`config.mk`:
```
export PLATFORM = sky130hd
export DESIGN_NAME = scm_top
export DESIGN_NICKNAME = d
export VERILOG_FILES = /design/src/rtl/scm_pkg.sv /design/src/rtl/scm_instr_timing.sv /design/src/rtl/scm_warmup.sv /design/src/rtl/scm_top.sv
export SDC_FILE = /design/constraint.sdc
export NUM_CORES = 1
export LEC_CHECK = 0
export ABC_AREA = 1
export BUFFER_PORTS_ARGS = -buffer_cell sky130_fd_sc_hd__buf_2
export CELL_PAD_IN_SITES_DETAIL_PLACEMENT = 0
export CELL_PAD_IN_SITES_GLOBAL_PLACEMENT = 2
export CORE_MARGIN = 8
export CORE_UTILIZATION = 31
export CTS_CLUSTER_SIZE = 20
export DETAILED_ROUTE_END_ITERATION = 7
export GPL_ROUTABILITY_DRIVEN = 0
export PLACE_DENSITY_LB_ADDON = 0.1
export SYNTH_ARGS = -nofsm -noshare
export SYNTH_HDL_FRONTEND = slang
export SYNTH_SLANG_ARGS = --single-unit
```
`constraint.sdc`:
```
create_clock -name clk -period 3.15 [get_ports clk]
set_input_delay 0.63 -clock clk [delete_from_list [all_inputs] [get_ports clk]]
set_output_delay 0.63 -clock clk [all_outputs]
set_load 0.01 [all_outputs]
```
`src/rtl/scm_pkg.sv`:
```
// Purpose: Shared constants and types for the system clock and memory cycle timing block.
// Assumes: One 200 MHz clock, synchronous active-high reset.
// Notes: Clock divide encodings, warm-up count and memory cycle lengths live here.
package scm_pkg;
	// Clock divide field encodings.
	localparam logic [1:0] CD_MULT = 2'h0;
	localparam logic [1:0] CD_DIV4 = 2'h1;
	localparam logic [1:0] CD_DIV1 = 2'h2;
	localparam logic [1:0] CD_DIV1024 = 2'h3;
	// Reset values.
	localparam logic [1:0] CD_RESET = CD_DIV1;
	localparam logic FACTOR_RESET = 1'b0;
	localparam logic MULT_EN_RESET = 1'b0;
	localparam logic SWB_RESET = 1'b0;
	// Bit positions in the power management register and the external flag register.
	localparam int PMR_CD_HI_POS = 7;
	localparam int PMR_CD_LO_POS = 6;
	localparam int PMR_SWB_POS = 5;
	localparam int PMR_MULT_EN_POS = 4;
	localparam int EXTERNAL_INTERRUPT_FLAG_REGISTER_READY_POS = 3;
	localparam int EXTERNAL_INTERRUPT_FLAG_REGISTER_RING_POS = 2;
	// Warm-up length in external clock cycles.
	localparam int WARMUP_CYCLES = 65536;
	// Divide-by-1024 prescale count.
	localparam int SLOW_DIV = 1024;
	// Memory cycle lengths in system clocks.
	localparam logic [3:0] MC_INTERNAL = 4'h1;
	localparam logic [3:0] MC_NONPAGE = 4'h4;
	localparam logic [3:0] MC_PAGE4_HIT = 4'h4;
	localparam logic [3:0] MC_PAGE4_MISS = 4'h8;
	localparam logic [3:0] MC_PAGE2_HIT = 4'h2;
	localparam logic [3:0] MC_PAGE2_MISS = 4'h4;
	localparam logic [3:0] MC_PAGE1_HIT = 4'h1;
	localparam logic [3:0] MC_PAGE1_MISS = 4'h2;
	// Page mode select field encodings.
	localparam logic [1:0] PG_ONE = 2'h0;
	localparam logic [1:0] PG_TWO = 2'h1;
	localparam logic [1:0] PG_FOUR = 2'h2;
	localparam logic [1:0] PG_MODE2 = 2'h3;
	// Opcodes with their own cycle counts; some add a cycle for special direct operands.
	localparam logic [7:0] OP_RRC = 8'h13;
	localparam logic [7:0] OP_DAA = 8'hD4;
	localparam logic [7:0] OP_RET = 8'h22;
	localparam logic [7:0] OP_MUL = 8'hA4;
	localparam logic [7:0] OP_DIV = 8'h84;
	localparam logic [7:0] OP_JBC = 8'h10;
	localparam logic [7:0] OP_ADD_DIR = 8'h25;
	localparam logic [7:0] OP_ADD_IMM = 8'h24;
	localparam logic [7:0] OP_SJMP = 8'h80;
	localparam logic [7:0] OP_ANL_DIR = 8'h52;
	localparam logic [7:0] OP_ORL_DIR = 8'h42;
	localparam logic [7:0] OP_LJMP = 8'h02;
	localparam logic [7:0] OP_MOV_DPTR = 8'h90;
	localparam logic [7:0] OP_MOV_DD = 8'h85;
	localparam logic [7:0] OP_DJNZ_DIR = 8'hD5;
	localparam logic [4:0] OP_DJNZ_RN_HI = 5'h1B;
	// Special registers whose direct access costs one extra memory cycle.
	localparam logic [7:0] SFR_PSW = 8'hD0;
	localparam logic [7:0] SFR_SP = 8'h81;
	localparam logic [7:0] SFR_DPS = 8'h86;
	localparam logic [7:0] SFR_IE = 8'hA8;
	localparam logic [7:0] SFR_EIE = 8'hE8;
	localparam logic [7:0] SFR_IP0 = 8'hB8;
	localparam logic [7:0] SFR_IP1 = 8'hB1;
	localparam logic [7:0] SFR_EIP0 = 8'hF8;
	localparam logic [7:0] SFR_EXTENDED_PRIORITY_HIGH_REG = 8'hF1;

	// A software write to the clock control bits.
	typedef struct packed {
		logic [1:0] clock_divide_field;
		logic multiply_factor_select;
		logic multiplier_enable;
		logic switchback_enable;
	} scm_ctrl_t;

	// Timing of one decoded instruction.
	typedef struct packed {
		logic [1:0] bytes;
		logic [3:0] cycles;
	} scm_itime_t;
endpackage

```
`src/rtl/scm_instr_timing.sv`:
```
// Purpose: Decodes an opcode into byte count and memory cycle count.
// Assumes: Operand address and branch outcome are given by the core.
// Notes: Opcodes not listed take one byte and one cycle.
module scm_instr_timing (
	input wire logic [7:0] opcode,
	input wire logic [7:0] direct_addr,
	input wire logic branch_taken,
	output scm_pkg::scm_itime_t itime
);
	logic special;

	// Flags direct targets that cost one extra cycle.
	always_comb begin
		special = (direct_addr == scm_pkg::SFR_PSW) || (direct_addr == scm_pkg::SFR_SP) ||
			(direct_addr == scm_pkg::SFR_DPS) || (direct_addr == scm_pkg::SFR_IE) ||
			(direct_addr == scm_pkg::SFR_EIE) || (direct_addr == scm_pkg::SFR_IP0) ||
			(direct_addr == scm_pkg::SFR_IP1) || (direct_addr == scm_pkg::SFR_EIP0) ||
			(direct_addr == scm_pkg::SFR_EXTENDED_PRIORITY_HIGH_REG);
	end

	// Byte and cycle counts per opcode.
	always_comb begin
		itime.bytes = 2'h1;
		itime.cycles = 4'h1;
		if (opcode[7:3] == scm_pkg::OP_DJNZ_RN_HI) begin
			itime.bytes = 2'h2;
			itime.cycles = 4'h4;
		end else begin
			unique case (opcode)
				scm_pkg::OP_RRC: itime.cycles = 4'h1;
				scm_pkg::OP_DAA: itime.cycles = 4'h2;
				scm_pkg::OP_RET: itime.cycles = 4'h3;
				scm_pkg::OP_MUL: itime.cycles = 4'h9;
				scm_pkg::OP_DIV: itime.cycles = 4'hA;
				scm_pkg::OP_ADD_DIR, scm_pkg::OP_ADD_IMM: begin
					itime.bytes = 2'h2;
					itime.cycles = 4'h2;
				end
				scm_pkg::OP_SJMP: begin
					itime.bytes = 2'h2;
					itime.cycles = 4'h3;
				end
				scm_pkg::OP_ANL_DIR, scm_pkg::OP_ORL_DIR: begin
					itime.bytes = 2'h2;
					itime.cycles = special ? 4'h3 : 4'h2;
				end
				scm_pkg::OP_LJMP, scm_pkg::OP_MOV_DPTR: begin
					itime.bytes = 2'h3;
					itime.cycles = 4'h3;
				end
				scm_pkg::OP_MOV_DD: begin
					itime.bytes = 2'h3;
					itime.cycles = special ? 4'h4 : 4'h3;
				end
				scm_pkg::OP_JBC: begin
					itime.bytes = 2'h3;
					itime.cycles = (branch_taken && special) ? 4'h5 : 4'h4;
				end
				scm_pkg::OP_DJNZ_DIR: begin
					itime.bytes = 2'h3;
					itime.cycles = 4'h5;
				end
				default: itime.cycles = 4'h1;
			endcase
		end
	end
endmodule

```
`src/rtl/scm_warmup.sv`:
```
// Purpose: Counts the crystal multiplier warm-up and raises ready.
// Assumes: Counted on the block clock, which stands for the external clock.
// Notes: Clearing the enable restarts the warm-up.
module scm_warmup #(
	parameter int WARMUP = scm_pkg::WARMUP_CYCLES
) (
	input wire logic clk,
	input wire logic rst,
	input wire logic enable,
	output logic ready
);
	logic [16:0] count_r;

	// Counts while enabled and holds ready low until the count ends.
	always_ff @(posedge clk) begin
		if (rst || !enable) begin
			count_r <= 17'h00000;
			ready <= 1'b0;
		end else if (count_r == 17'(WARMUP - 1)) begin
			ready <= 1'b1;
		end else begin
			count_r <= count_r + 17'h00001;
		end
	end
endmodule

```
`src/rtl/scm_top.sv`:
```
// Purpose: System clock divide control and memory cycle timing.
// Assumes: Core fetch requests are same-clock; wake events come from pins.
// Notes: The system clock is produced as a one-cycle enable tick.
// Function
// - System clock derived at ratio 0.25, 0.5, 1 or 1024 by divide field; sys_tick fires every clock except for 11b, which ticks every 1024.
// - Field 10b is divide-by-1; 00b selects the multiplier output.
// - Factor bit changes only in divide-by-1 with multiplier disabled.
// - Setting multiplier enable starts warm-up in the selected factor.
// - Multiplier enable changes only in divide-by-1 with ring mode clear.
// - During warm-up ready stays 0 and writes of 00b are refused.
// - Warm-up end sets ready; then 00b may be selected.
// - Warm-up lasts about 65536 external clock cycles.
// - After writing 00b the multiplier clock starts at the next memory cycle.
// - Switchback returns divide-by-1024 to divide-by-1 on interrupt or start bit.
// - Switchback acts only in divide-by-1024; otherwise field unchanged.
// - Internal program memory cycles are one system clock long.
// - External memory cycles are 1, 2, 4 or 8 system clocks by bus mode.
// - External interface starts in nonpage mode with four-clock cycles.
// - Nonpage mode pulses the address latch strobe on every fetch.
// - Extra execution cycles stall the program counter with dummy fetches.
// - A fetch into a new 256-byte page drives the new high byte on port 2.
// - Instructions take one to ten memory cycles as per opcode.
// - Direct ANL, ORL, MOV and taken JBC on listed special registers take one extra cycle.
// - Each instruction byte fetch uses one memory cycle.
// - Page modes set by field first, then enable; 10b gives 4 and 8 clocks.
module scm_top #(
	parameter int WARMUP = scm_pkg::WARMUP_CYCLES
) (
	input wire logic clk,
	input wire logic rst,
	input wire logic ctrl_wr,
	input scm_pkg::scm_ctrl_t ctrl_wdata,
	input wire logic page_wr,
	input wire logic [1:0] page_sel_wdata,
	input wire logic page_en_wdata,
	input wire logic ring_oscillator_mode_status,
	input wire logic ext_int_pin,
	input wire logic serial_start_pin,
	input wire logic fetch_external,
	input wire logic [15:0] fetch_addr,
	input wire logic [7:0] opcode,
	input wire logic [7:0] direct_addr,
	input wire logic branch_taken,
	input wire logic instr_start,
	output logic [1:0] clock_divide_field,
	output logic multiply_factor_select,
	output logic multiplier_enable,
	output logic switchback_enable,
	output logic clock_ready_flag,
	output logic sys_tick,
	output logic mem_cycle_end,
	output logic pc_stall,
	output logic dummy_fetch,
	output logic addr_latch_strobe,
	output logic [7:0] port2_addr_hi,
	output logic [7:0] port0_addr_lo
);
	logic [1:0] cd_r;
	logic [1:0] cd_active_r;
	logic factor_r;
	logic mult_en_r;
	logic swb_r;
	logic ring_s1_r;
	logic ring_s2_r;
	logic int_s1_r;
	logic int_s2_r;
	logic ser_s1_r;
	logic ser_s2_r;
	logic ready;
	logic [9:0] slow_cnt_r;
	logic tick_nxt;
	logic [1:0] page_sel_r;
	logic page_en_r;
	logic [3:0] clk_in_mc_r;
	logic [3:0] mc_len;
	logic mc_done;
	logic page_miss;
	logic [7:0] last_page_r;
	logic [3:0] exec_left_r;
	logic [1:0] bytes_left_r;
	logic wake;
	scm_pkg::scm_itime_t itime;

	scm_warmup #(
		.WARMUP(WARMUP)
	) u_warmup (
		.clk(clk),
		.rst(rst),
		.enable(mult_en_r),
		.ready(ready)
	);

	scm_instr_timing u_timing (
		.opcode(opcode),
		.direct_addr(direct_addr),
		.branch_taken(branch_taken),
		.itime(itime)
	);

	// Synchronises the ring status and wake pins.
	always_ff @(posedge clk) begin
		if (rst) begin
			ring_s1_r <= 1'b0;
			ring_s2_r <= 1'b0;
			int_s1_r <= 1'b0;
			int_s2_r <= 1'b0;
			ser_s1_r <= 1'b0;
			ser_s2_r <= 1'b0;
		end else begin
			ring_s1_r <= ring_oscillator_mode_status;
			ring_s2_r <= ring_s1_r;
			int_s1_r <= ext_int_pin;
			int_s2_r <= int_s1_r;
			ser_s1_r <= serial_start_pin;
			ser_s2_r <= ser_s1_r;
		end
	end

	assign wake = int_s2_r || ser_s2_r;

	// Multiplier factor and enable, each guarded by its own conditions.
	always_ff @(posedge clk) begin
		if (rst) begin
			factor_r <= scm_pkg::FACTOR_RESET;
			mult_en_r <= scm_pkg::MULT_EN_RESET;
			swb_r <= scm_pkg::SWB_RESET;
		end else if (ctrl_wr) begin
			swb_r <= ctrl_wdata.switchback_enable;
			if (cd_r == scm_pkg::CD_DIV1 && !mult_en_r) begin
				factor_r <= ctrl_wdata.multiply_factor_select;
			end
			if (cd_r == scm_pkg::CD_DIV1 && !ring_s2_r) begin
				mult_en_r <= ctrl_wdata.multiplier_enable;
			end
		end
	end

	// Clock divide field: software writes, refusal during warm-up, switchback.
	always_ff @(posedge clk) begin
		if (rst) begin
			cd_r <= scm_pkg::CD_RESET;
		end else if (swb_r && cd_r == scm_pkg::CD_DIV1024 && wake) begin
			cd_r <= scm_pkg::CD_DIV1;
		end else if (ctrl_wr) begin
			if (ctrl_wdata.clock_divide_field != scm_pkg::CD_MULT) begin
				cd_r <= ctrl_wdata.clock_divide_field;
			end else if (mult_en_r && ready) begin
				cd_r <= scm_pkg::CD_MULT;
			end
		end
	end

	// The active source follows the field at once, except that 00b waits for a memory cycle boundary.
	always_ff @(posedge clk) begin
		if (rst) begin
			cd_active_r <= scm_pkg::CD_RESET;
		end else if (mc_done || cd_r != scm_pkg::CD_MULT) begin
			cd_active_r <= cd_r;
		end
	end

	// System clock tick: multiplier modes tick every clock, slow mode every 1024.
	always_comb begin
		unique case (cd_active_r)
			scm_pkg::CD_MULT: tick_nxt = 1'b1;
			scm_pkg::CD_DIV1024: tick_nxt = (slow_cnt_r == 10'(scm_pkg::SLOW_DIV - 1));
			default: tick_nxt = 1'b1;
		endcase
	end

	// Prescaler counter for the divide-by-1024 source.
	always_ff @(posedge clk) begin
		if (rst || cd_active_r != scm_pkg::CD_DIV1024) begin
			slow_cnt_r <= 10'h000;
		end else begin
			slow_cnt_r <= slow_cnt_r + 10'h001;
		end
	end

	// Page mode field is written first, enable afterwards.
	always_ff @(posedge clk) begin
		if (rst) begin
			page_sel_r <= scm_pkg::PG_FOUR;
			page_en_r <= 1'b0;
		end else if (page_wr) begin
			if (!page_en_wdata) begin
				page_sel_r <= page_sel_wdata;
				page_en_r <= 1'b0;
			end else begin
				page_en_r <= 1'b1;
			end
		end
	end

	assign page_miss = fetch_addr[15:8] != last_page_r;

	// Memory cycle length in system clocks for the current mode.
	always_comb begin
		if (!fetch_external) begin
			mc_len = scm_pkg::MC_INTERNAL;
		end else if (!page_en_r) begin
			mc_len = scm_pkg::MC_NONPAGE;
		end else begin
			unique case (page_sel_r)
				scm_pkg::PG_FOUR: mc_len = page_miss ? scm_pkg::MC_PAGE4_MISS
					: scm_pkg::MC_PAGE4_HIT;
				scm_pkg::PG_TWO: mc_len = page_miss ? scm_pkg::MC_PAGE2_MISS
					: scm_pkg::MC_PAGE2_HIT;
				scm_pkg::PG_ONE: mc_len = page_miss ? scm_pkg::MC_PAGE1_MISS
					: scm_pkg::MC_PAGE1_HIT;
				scm_pkg::PG_MODE2: mc_len = page_miss ? scm_pkg::MC_PAGE2_MISS
					: scm_pkg::MC_PAGE2_HIT;
			endcase
		end
	end

	// A shorter length chosen mid-cycle ends the cycle at once instead of wrapping the count.
	assign mc_done = tick_nxt && (clk_in_mc_r >= mc_len - 4'h1);

	// Counts system clocks within one memory cycle.
	always_ff @(posedge clk) begin
		if (rst) begin
			clk_in_mc_r <= 4'h0;
		end else if (mc_done) begin
			clk_in_mc_r <= 4'h0;
		end else if (tick_nxt) begin
			clk_in_mc_r <= clk_in_mc_r + 4'h1;
		end
	end

	// Tracks remaining bytes and execution cycles of the current instruction.
	always_ff @(posedge clk) begin
		if (rst) begin
			exec_left_r <= 4'h0;
			bytes_left_r <= 2'h0;
		end else if (mc_done) begin
			if (instr_start && exec_left_r <= 4'h1) begin
				exec_left_r <= itime.cycles - 4'h1;
				bytes_left_r <= itime.bytes - 2'h1;
			end else if (exec_left_r != 4'h0) begin
				exec_left_r <= exec_left_r - 4'h1;
				if (bytes_left_r != 2'h0) begin
					bytes_left_r <= bytes_left_r - 2'h1;
				end
			end
		end
	end

	// Stall and dummy fetch when execution outruns the instruction bytes.
	always_ff @(posedge clk) begin
		if (rst) begin
			pc_stall <= 1'b0;
			dummy_fetch <= 1'b0;
		end else begin
			pc_stall <= exec_left_r != 4'h0 && bytes_left_r == 2'h0;
			dummy_fetch <= mc_done && exec_left_r != 4'h0 && bytes_left_r == 2'h0;
		end
	end

	// Address outputs, and latch strobe at the start of each nonpage or page-miss memory cycle.
	always_ff @(posedge clk) begin
		if (rst) begin
			addr_latch_strobe <= 1'b0;
			port2_addr_hi <= 8'h00;
			port0_addr_lo <= 8'h00;
			last_page_r <= 8'h00;
		end else begin
			addr_latch_strobe <= fetch_external && tick_nxt && clk_in_mc_r == 4'h0
				&& (!page_en_r || page_miss);
			if (fetch_external && page_miss) begin
				port2_addr_hi <= fetch_addr[15:8];
			end
			// The page is recorded at cycle end so a miss cycle keeps its long length.
			if (fetch_external && page_miss && mc_done) begin
				last_page_r <= fetch_addr[15:8];
			end
			port0_addr_lo <= fetch_addr[7:0];
		end
	end

	// Registered copies of control state and timing strobes.
	always_ff @(posedge clk) begin
		if (rst) begin
			clock_divide_field <= scm_pkg::CD_RESET;
			multiply_factor_select <= scm_pkg::FACTOR_RESET;
			multiplier_enable <= scm_pkg::MULT_EN_RESET;
			switchback_enable <= scm_pkg::SWB_RESET;
			clock_ready_flag <= 1'b0;
			sys_tick <= 1'b0;
			mem_cycle_end <= 1'b0;
		end else begin
			clock_divide_field <= cd_r;
			multiply_factor_select <= factor_r;
			multiplier_enable <= mult_en_r;
			switchback_enable <= swb_r;
			clock_ready_flag <= ready;
			sys_tick <= tick_nxt;
			mem_cycle_end <= mc_done;
		end
	end
endmodule

```
---- Word-level counts from Yosys, hierarchy flattened ----
Cells that the tools add are included.
word-level totals
  register bits ........................... 89
  output and inout bits ................... 27
  logic and storage cells ................. 154
cells by class
  multiplexer cells ....................... 21
  reduce and logical (&&, ||, !) cells .... 56
  equal/unequal tests ..................... 34
  order comparisons ....................... 2
  $add $sub $neg .......................... 8
  bitwise logic cells ..................... 1
operators by type and width
  operator                 number
  $eq A8 B8 Y1 const B     16
  $pmux W4 S8              1
  $eq A8 B6 Y1 const B     3
  $mux W4                  5
  $add A17 B1 Y17 const B  1
  $eq A17 B16 Y1 const B   1
  $eq A8 B7 Y1 const B     2
  $logic_and A1 B1 Y1      16
  $logic_or A1 B1 Y1       13
  $mux W2                  6
  $pmux W4 S3              1
  $reduce_bool A2 Y1       6
  $sub A4 B1 Y4 const B    3
  $add A10 B1 Y10 const B  1
  $eq A10 B10 Y1 const B   1
  $eq A2 B2 Y1 const B     5
  $reduce_and A2 Y1        5
  $reduce_or A5 Y1         2
  $eq A8 B2 Y1 const B     1
  $eq A8 B5 Y1 const B     1
  $ne A8 B8 Y1             1
  $reduce_or A2 Y1         4
  $mux W3                  2
  $mux W6                  1
  other kinds (17)         24

---- Depth between registers and ports, before layout ----
Gate-level depths: netlist (run 1).
  depth after elaboration ................. 15
  mapped depth ............................ 17

---- By module ----
From an unflattened synthesis (run 1), not the netlist that was laid out.
unflattened totals
  cells, all modules ...................... 676
  area total of the unflattened synthesis .. 4596.9 µm²
by module, submodules not included
  module            instances  area an instance (µm²)  sequential area each (µm²)  cells each
  scm_top           1          3189.3                  1421.4                      442
  scm_warmup        1          957.2                   360.3                       132
  scm_instr_timing  1          450.4                   0.0                         102

---- Least setup slack after synthesis (run 1) ----
Ideal clock, no wire load.
  path type ............................... input port to flip-flop
  start ................................... in fetch_addr[13]
  end ..................................... reg exec_left_r[0]
  path buffers ............................ 0
  arrival ................................. 2.645 ns
  slack ................................... 0.385 ns
  cell stages on the path ................. 17
  required time ........................... 3.031 ns
  setup time .............................. 0.119 ns
  cell sequence ........................... xnor2_1 > nand2_1 > nor2_1 > nand2_1 > o31ai_1 > inv_1 > ha_1 > ha_1 > inv_1 > nor2_1 > o211ai_1 > nand3_1 > nand2_8 > nor2_8 > inv_4 > a21oi_1 > a21oi_1
between the ends
  longest elaborated chain between the ends .. 9
RTL lines
  what                                    line            text
  start, declared                         scm_top.sv:40   input wire logic [15:0] fetch_addr,
  $ne A8 B8 Y1 (*)                        scm_top.sv:195  assign page_miss = fetch_addr[15:8] != last_page_r;
  $mux W2 (tied with other cells)         scm_top.sv:209  scm_pkg::PG_ONE: mc_len = page_miss ? scm_pkg::MC_PAGE1_MISS
  $pmux W4 S3 (*)                         scm_top.sv:204  unique case (page_sel_r)
  $mux W4 (*)                             scm_top.sv:201  end else if (!page_en_r) begin
  $mux W4 (*)                             scm_top.sv:199  if (!fetch_external) begin
  $sub A4 B1 Y4 (*)                       scm_top.sv:218  assign mc_done = tick_nxt && (clk_in_mc_r >= mc_len - 4'h1);
  $ge A4 B4 Y1 (*)                        scm_top.sv:218
  $logic_and A1 B1 Y1 (*)                 scm_top.sv:218
  $reduce_and A2 Y1 (no source line) (*)  --
  end signal, assigned                    scm_top.sv:238  exec_left_r <= itime.cycles - 4'h1;
  end signal, assigned                    scm_top.sv:241  exec_left_r <= exec_left_r - 4'h1;
  end, declared                           scm_top.sv:79   logic [3:0] exec_left_r;
Mark *: on every way between the ends. The rest lies on a longest branch, timed or not.
A chain may end at the register's enable or synchronous reset.

---- Worst setup path in the final report (run 1) ----
  start ................................... in fetch_addr[10]
  end ..................................... reg last_page_r[6]
between the ends
  longest elaborated chain between the ends .. 9
RTL lines
  what                             line            text
  $ne A8 B8 Y1 (*)                 scm_top.sv:195
  $mux W2 (tied with other cells)  scm_top.sv:209
  $pmux W4 S3                      scm_top.sv:204
  $mux W4                          scm_top.sv:201
  $mux W4                          scm_top.sv:199
  $sub A4 B1 Y4                    scm_top.sv:218
  $ge A4 B4 Y1                     scm_top.sv:218
  $logic_and A1 B1 Y1              scm_top.sv:218
  $logic_and A1 B1 Y1 (*)          scm_top.sv:274  if (fetch_external && page_miss && mc_done) begin
  end signal, assigned             scm_top.sv:275  last_page_r <= fetch_addr[15:8];
  end, declared                    scm_top.sv:78   logic [7:0] last_page_r;
Marked as above.

==> results of run 1 <==
cells by family after synthesis:
kind of cell,after synthesis
and+or+nand+nor,253
buffers and inverters,92
AOI/OAI and AO/OA,90
DFF,89
xor gates and xnor gates,17
adders and majority gates,13
other,1
muxes,1
through the flow:
stage	setup slack, ps	utilization (%)
after floorplan	385.3	-
after global placement	3.920	36.01
after detailed placement	-57.45	36.01
after CTS	296.2	38.39
after global routing	63.98	38.39
final	298.1	38.39
path summary, 6_finish.rpt:
| path | from | to | slack, ps | depth (start not counted) |
|---|---|---|---|---|
| worst max-delay path | fetch_addr[10] | last_page_r[6] | 300 | 16 |
| worst min-delay path | ser_s1_r | ser_s2_r | 420 | 2 |
| worst max register to register | last_page_r[2] | last_page_r[6] | 360 | 15 |
| worst min register to register | ser_s1_r | ser_s2_r | 420 | 2 |
state kept, by name, summed over array words and instances (netlist names), 2 cells and up:
| signal | flops |
|---|---|
| cd_r | 2 |
| bytes_left_r | 2 |
| port0_addr_lo | 8 |
| last_page_r | 8 |
| slow_cnt_r | 10 |
| clk_in_mc_r | 4 |
| port2_addr_hi | 8 |
| page_sel_r | 2 |
| u_warmup.count_r | 17 |
| clock_divide_field | 2 |
| cd_active_r | 2 |
| exec_left_r | 4 |
routing by layer:
metal	global-route usage (%)	vias up	share of wire [%]
met3	3.277	10	3.6
met4	4.403	0	1.3
met5	0	-	0
li1	-	1948	-
met2	19.49	49	46
met1	14.24	1605	49
power groups by stage:
stage	clock network (mW)	logic (mW)	registers (mW)
6_report	1.12	0.463	1.25
5_1_grt	1.21	0.532	1.26
4_1_cts	1.17	0.475	1.25
3_5_place_dp	0	0.472	1.28
3_3_place_gp	0	0.465	1.28
2_1_floorplan	0	0.314	1.28
placed cells by master (no fill, tap or decap), types with 2 or more instances in the layout:
cell,instances
nor2_1,100
inv_1,83
nor4_1,4
clkinvlp_4,2
nand4_1,11
a211oi_2,2
o211ai_1,3
nand3_2,3
nand3_1,19
xor2_1,8
o21ai_1,3
dfxtp_1,89
clkbuf_16,9
nand2_1,84
or2_0,2
buf_4,4
ha_1,13
or2_2,2
nand2_2,3
a211oi_1,4
nor3_1,10
o21ai_0,30
buf_2,76
xnor2_1,9
nor2_2,5
a21oi_1,43
nor2_8,2
cell type report:
type	instances	area [um2]	share of cell area (%)
clock buffer	10	239.0	4.738
multi-input combinational	375	1993	39.52
inverter	86	325.3	6.450
clock inverter	6	73.82	1.464
tap	176	220.2	4.366
timing repair buffer	80	410.4	8.137
sequential	89	1782	35.33
worst register-to-register path, stage by stage (launching register included):
cell	delay, ps
dfxtp_1	320
xnor2_1	150
nand2_1	70
nor2_1	150
nand2_1	160
o31ai_1	220
inv_1	90
ha_1	280
ha_1	290
inv_1	60
nor2_1	30
o211ai_1	160
nand3_1	190
nand2_8	190
nand2_2	160
a21oi_1	190
==> flow_metrics.py, run 1 <==
metrics = {
    "synth": {
        "syn_nets": 619,
        "ys_warn_count": 0,
        "synthesis.instances": 556,
        "synth_cell_types": 42,
        "synth-simple-area-share_pct": 28.32,
        "synth-edff-count": 0,
        "synth_xor_area_share_pct": 3.612,
        "avgSynthCellArea_um2": 7.415,
        "synth_mux_area_share_pct": 0.2428,
        "synth_top_area_cell": "dfxtp_1",
        "yosys-top-cells-area": "dfxtp_1 43%, nor2_1 9.1%, nand2_1 7.6%",
        "synth_top_family_by_area": "simple AND/OR/NAND/NOR gates",
        "synth.cells.most_frequent": "100 x nor2_1, 89 x dfxtp_1, 84 x nand2_1",
        "ys_async_sr_fraction_pct": 0,
        "netlist.area_leader.share_pct": 43.22,
        "synth_seq_cells": 89,
        "synth.yosys.seq_area_share_pct": 43.22,
        "synth_compound_area_share_pct": 12.14,
        "synth_top_flop_cell": "dfxtp_1",
        "synth_most_common_cell": "nor2_1",
        "synthAdderAreaFrac_pct": 3.945,
        "mappedNetlistArea_mm2": 0.004123,
    },
    "job": {
        "drv_cap": 0,
    },
    "pwr": {
        "p_clk_share_pct": 39.6,
        "p_comb_share_pct": 16.3,
        "vdd_drop_max_mv": 0.2060,
        "pwr-share-seq_pct": 44.1,
        "powerDensity_mw_per_mm2": 562.1,
        "p_int_mw": 2.031,
        "p_leak_nw": 2.289,
        "power_mw": 2.835,
        "p_sw_share_pct": 28.36,
        "p_sw_uw": 804.0,
    },
    "detailed_routing": {
        "dr_total_vias": 3612,
        "drt-initial-drc-count": 118,
        "drc_errors": 0,
        "dr.pass1.iters": 4,
        "routed_wl_mm": 9.787,
        "routedWlPerCell_um": 11.91,
        "postRouteAntennaNets": 0,
        "via_per_inst": 4.394,
    },
    "placed_design": {
        "io_buffers": 76,
        "place_hpwl_mm": 7.731,
        "post-place-cells": 806,
        "postPlaceCellArea_mm2": 0.004731,
    },
    "critical_path": {
        "end_kind": "flip-flop",
        "worstPathRequired_ps": 3420,
        "cp_cell_sequence": "buf_2, xnor2_1, nand2_1, nor2_1, nand2_1, o31ai_1, inv_1, ha_1, ha_1, inv_1, nor2_1, o211ai_1, nand3_1, nand2_8, nand2_2, a21oi_1",
        "crit_type": "input port to flip-flop",
        "cpMaxStageDelayCell": "ha_1",
        "startpoint_type": "input port",
        "cp_max_fo": 10,
        "crit_buf_inv": 3,
        "cpPeakStageDelay_ps": 290,
        "cp_top_family": "simple AND/OR/NAND/NOR gates",
        "worstPathArrival_ps": 3120,
    },
    "cts": {
        "clk_latency_ps": 340,
        "holdBufCountCts": 0,
        "path_clk_slew_ps": 60,
        "cts_buffer_depth": 2,
        "cts_tree": "yes",
        "cts_root_buffer": "clkbuf_16",
        "cts.sinks": 89,
        "cts-resized-gates": 0,
        "htree_levels": 3,
        "post-cts-setup-buffers": 0,
        "cts_buffers": 9,
    },
    "finish": {
        "nFillCells": 1440,
        "stdcell_count": 822,
        "layout-drive-gt1-share_pct": 18.89,
        "layout.nets": 704,
        "diodes": 0,
        "design_area_mm2": 0.005044,
        "area_delta_synth_final_pct": 22.34,
    },
    "global_routing": {
        "grt_max_degree": 27,
        "overflow": 0,
        "grt_usage_pct": 11.77,
        "grt_pass1_vias": 3622,
        "grt_pass1_wl_mm": 16.80,
        "antenna_found_initial": 0,
    },
    "floorplan": {
        "die_h_um": 131.3,
        "dieArea_mm2": 0.01724,
        "chipWidth_um": 131.3,
        "pin_count": 77,
        "start_util_pct": 31.38,
        "std_cell_rows": 42,
        "coreArea_mm2": 0.01314,
    },
    "timing": {
        "finalCriticalPeriod_ps": 2852,
        "drv_slew": 0,
        "max_freq_ghz": 0.3506,
        "rsz0062_at_grt": "no",
        "setup_viol_count_final": 0,
        "clock_skew_ps": 6.480,
        "final_hold_viol_count": 0,
        "whs_ps": 415.9,
        "finalSetupTns_ps": 0,
        "max_slew_margin_pct": 60.33,
        "fin_crit_sh_pct": 90.54,
        "worst_pin_slew_ps": 594.4,
    },
    "min_path": {
        "hp-class": "flip-flop to flip-flop",
    },
    "outcome": {
        "status": "completed",
    },
}
Power figures use the tool's default switching activity.
==> run 2: changes to the inputs <==
PLACE_DENSITY = 0.82   (was unset)
PLACE_DENSITY_LB_ADDON = unset   (was 0.1)
==> flow_metrics.py, run 2 (synthesis results as in run 1) <==
metrics = {
    "finish": {
        "layout.nets": 703,
        "area_delta_synth_final_pct": 22.06,
        "largest_reg_flops": 17,
        "final_common_cell": "nor2_1",
        "diodes": 0,
        "largestRegisters": "u_warmup.count_r: 17 flops, slow_cnt_r: 10 flops",
        "layout-drive-gt1-share_pct": 18.91,
        "top_register": "u_warmup.count_r",
        "final_cell_mix": "100 x nor2_1, 89 x dfxtp_1, 84 x nand2_1",
    },
    "critical_path": {
        "worstPathArrival_ps": 3000,
        "cpMaxStageDelayCell": "ha_1",
        "crit_buf_inv": 3,
        "cp_max_fo": 10,
        "cp_top_family": "simple AND/OR/NAND/NOR gates",
        "crit_type": "input port to flip-flop",
        "end_kind": "flip-flop",
        "startpoint_type": "input port",
        "cpPeakStageDelay_ps": 290,
        "worstPathRequired_ps": 3420,
        "cp_cell_sequence": "buf_2, xnor2_1, nand2_1, nor2_1, nand2_1, o31ai_1, inv_1, ha_1, ha_1, inv_1, nor2_1, o211ai_1, nand3_2, nand2_8, nand2_2, a21oi_1",
    },
    "cts": {
        "holdBufCountCts": 0,
        "htree_levels": 3,
        "cts_buffer_depth": 2,
        "cts_tree": "yes",
        "path_clk_slew_ps": 60,
        "post-cts-setup-buffers": 0,
        "cts.sinks": 89,
        "clk_latency_ps": 340,
        "cts_root_buffer": "clkbuf_16",
        "cts_buffers": 9,
    },
    "floorplan": {
        "std_cell_rows": 42,
        "dieArea_mm2": 0.01724,
        "chipWidth_um": 131.3,
        "die_h_um": 131.3,
        "pin_count": 77,
        "start_util_pct": 31.38,
        "coreArea_mm2": 0.01314,
    },
    "timing": {
        "max_freq_ghz": 0.3660,
        "finalSetupTns_ps": 0,
        "worst_pin_slew_ps": 525.9,
        "setup_viol_count_final": 0,
        "clock_skew_ps": 5.113,
        "drv_slew": 0,
        "fin_crit_sh_pct": 86.74,
        "finalCriticalPeriod_ps": 2732,
        "max_slew_margin_pct": 64.90,
        "rsz0062_at_grt": "no",
        "final_hold_viol_count": 0,
    },
    "detailed_routing": {
        "dr_total_vias": 3671,
        "routed_wl_mm": 9.696,
        "drc_errors": 0,
        "drt-initial-drc-count": 174,
        "via_per_inst": 4.471,
        "routedWlPerCell_um": 11.81,
        "dr.pass1.iters": 4,
        "postRouteAntennaNets": 0,
    },
    "pwr": {
        "vdd_drop_max_mv": 0.2669,
        "power_mw": 2.798,
        "p_leak_nw": 2.292,
        "powerDensity_mw_per_mm2": 556.0,
    },
    "min_path": {
        "hp-class": "flip-flop to flip-flop",
    },
    "global_routing": {
        "grt_usage_pct": 11.79,
        "top_usage_layer": "met2",
        "grt_pass1_wl_mm": 17.14,
        "grt_max_degree": 35,
        "antenna_found_initial": 2,
        "grtUsageMet3_pct": 3.887,
        "overflow": 0,
        "met1_usage_pct": 14.04,
        "grt_pass1_vias": 3690,
        "gr-usage-met2_pct": 19.58,
    },
    "placed_design": {
        "place_hpwl_mm": 7.678,
        "io_buffers": 76,
    },
    "job": {
        "drv_cap": 0,
    },
    "outcome": {
        "status": "completed",
    },
}
## run 2: worst paths after layout
path / startpoint / to / slack (ps) / depth (start not counted)
setup / recovery: fetch_addr[10] / last_page_r[2] / 420 / 16
hold / removal: int_s1_r / int_s2_r / 400 / 2
setup reg to reg: last_page_r[2] / last_page_r[2] / 470 / 15
hold reg to reg: int_s1_r / int_s2_r / 400 / 2
## run 2: worst register-to-register path: cells and delay by family (launching register included)
kind                     cells  cell delay (ps)
adder cells (fa/ha/maj)      2              570
XOR/XNOR                     1              130
buffers and inverters        2              150
AND/OR/NAND/NOR              7              840
flip-flops                   1              360
AO/OA/AOI/OAI                3              570
## run 2: per-stage QoR
stage | setup slack (ps) | util (%) | hold WS, ps | area [um2] | instances
6_report | 417.7 | 38.30 | 403.6 | 5032 | 821
5_1_grt | 41.94 | 38.30 | 438.1 | 5032 | 821
4_1_cts | 347.4 | 38.27 | 407.3 | 5027 | 821
3_5_place_dp | -14.16 | 35.95 | 398.1 | 4723 | 805
3_3_place_gp | 117.4 | 35.95 | 397.6 | 4723 | 805
2_1_floorplan | 385.3 | - | 388.3 | 4123 | 556
## run 2: area by class of cell
| class | instances | area, um2 |
|---|---|---|
| clock buffer | 10 | 239.0 |
| timing repair buffer | 79 | 402.9 |
| clock inverter | 6 | 65.06 |
| sequential | 89 | 1782 |
| fill | 1427 | 8105 |
| tap | 176 | 220.2 |
| inverter | 86 | 325.3 |
| multi-input combinational | 375 | 1998 |
## run 2: per-layer routing
metal,part of all wire (%),up-vias
met5,0.24,-
met1,46,1642
met3,4.8,13
li1,-,1950
met2,48,62
met4,1.1,4
## run 2: where the power goes
group	internal, mW	leakage, nW	switching (mW)	total (mW)
clock network	0.637	0.149	0.450	1.09
logic	0.180	1.41	0.278	0.457
registers	1.20	0.728	0.0505	1.25
total	2.02	2.29	0.778	2.80
## run 2: timing repair
action / 4_1_cts / 5_1_grt
hold endpoints to repair: 0 / 0
setup endpoints to repair: 0 / 3
resized for setup: 0 / 1
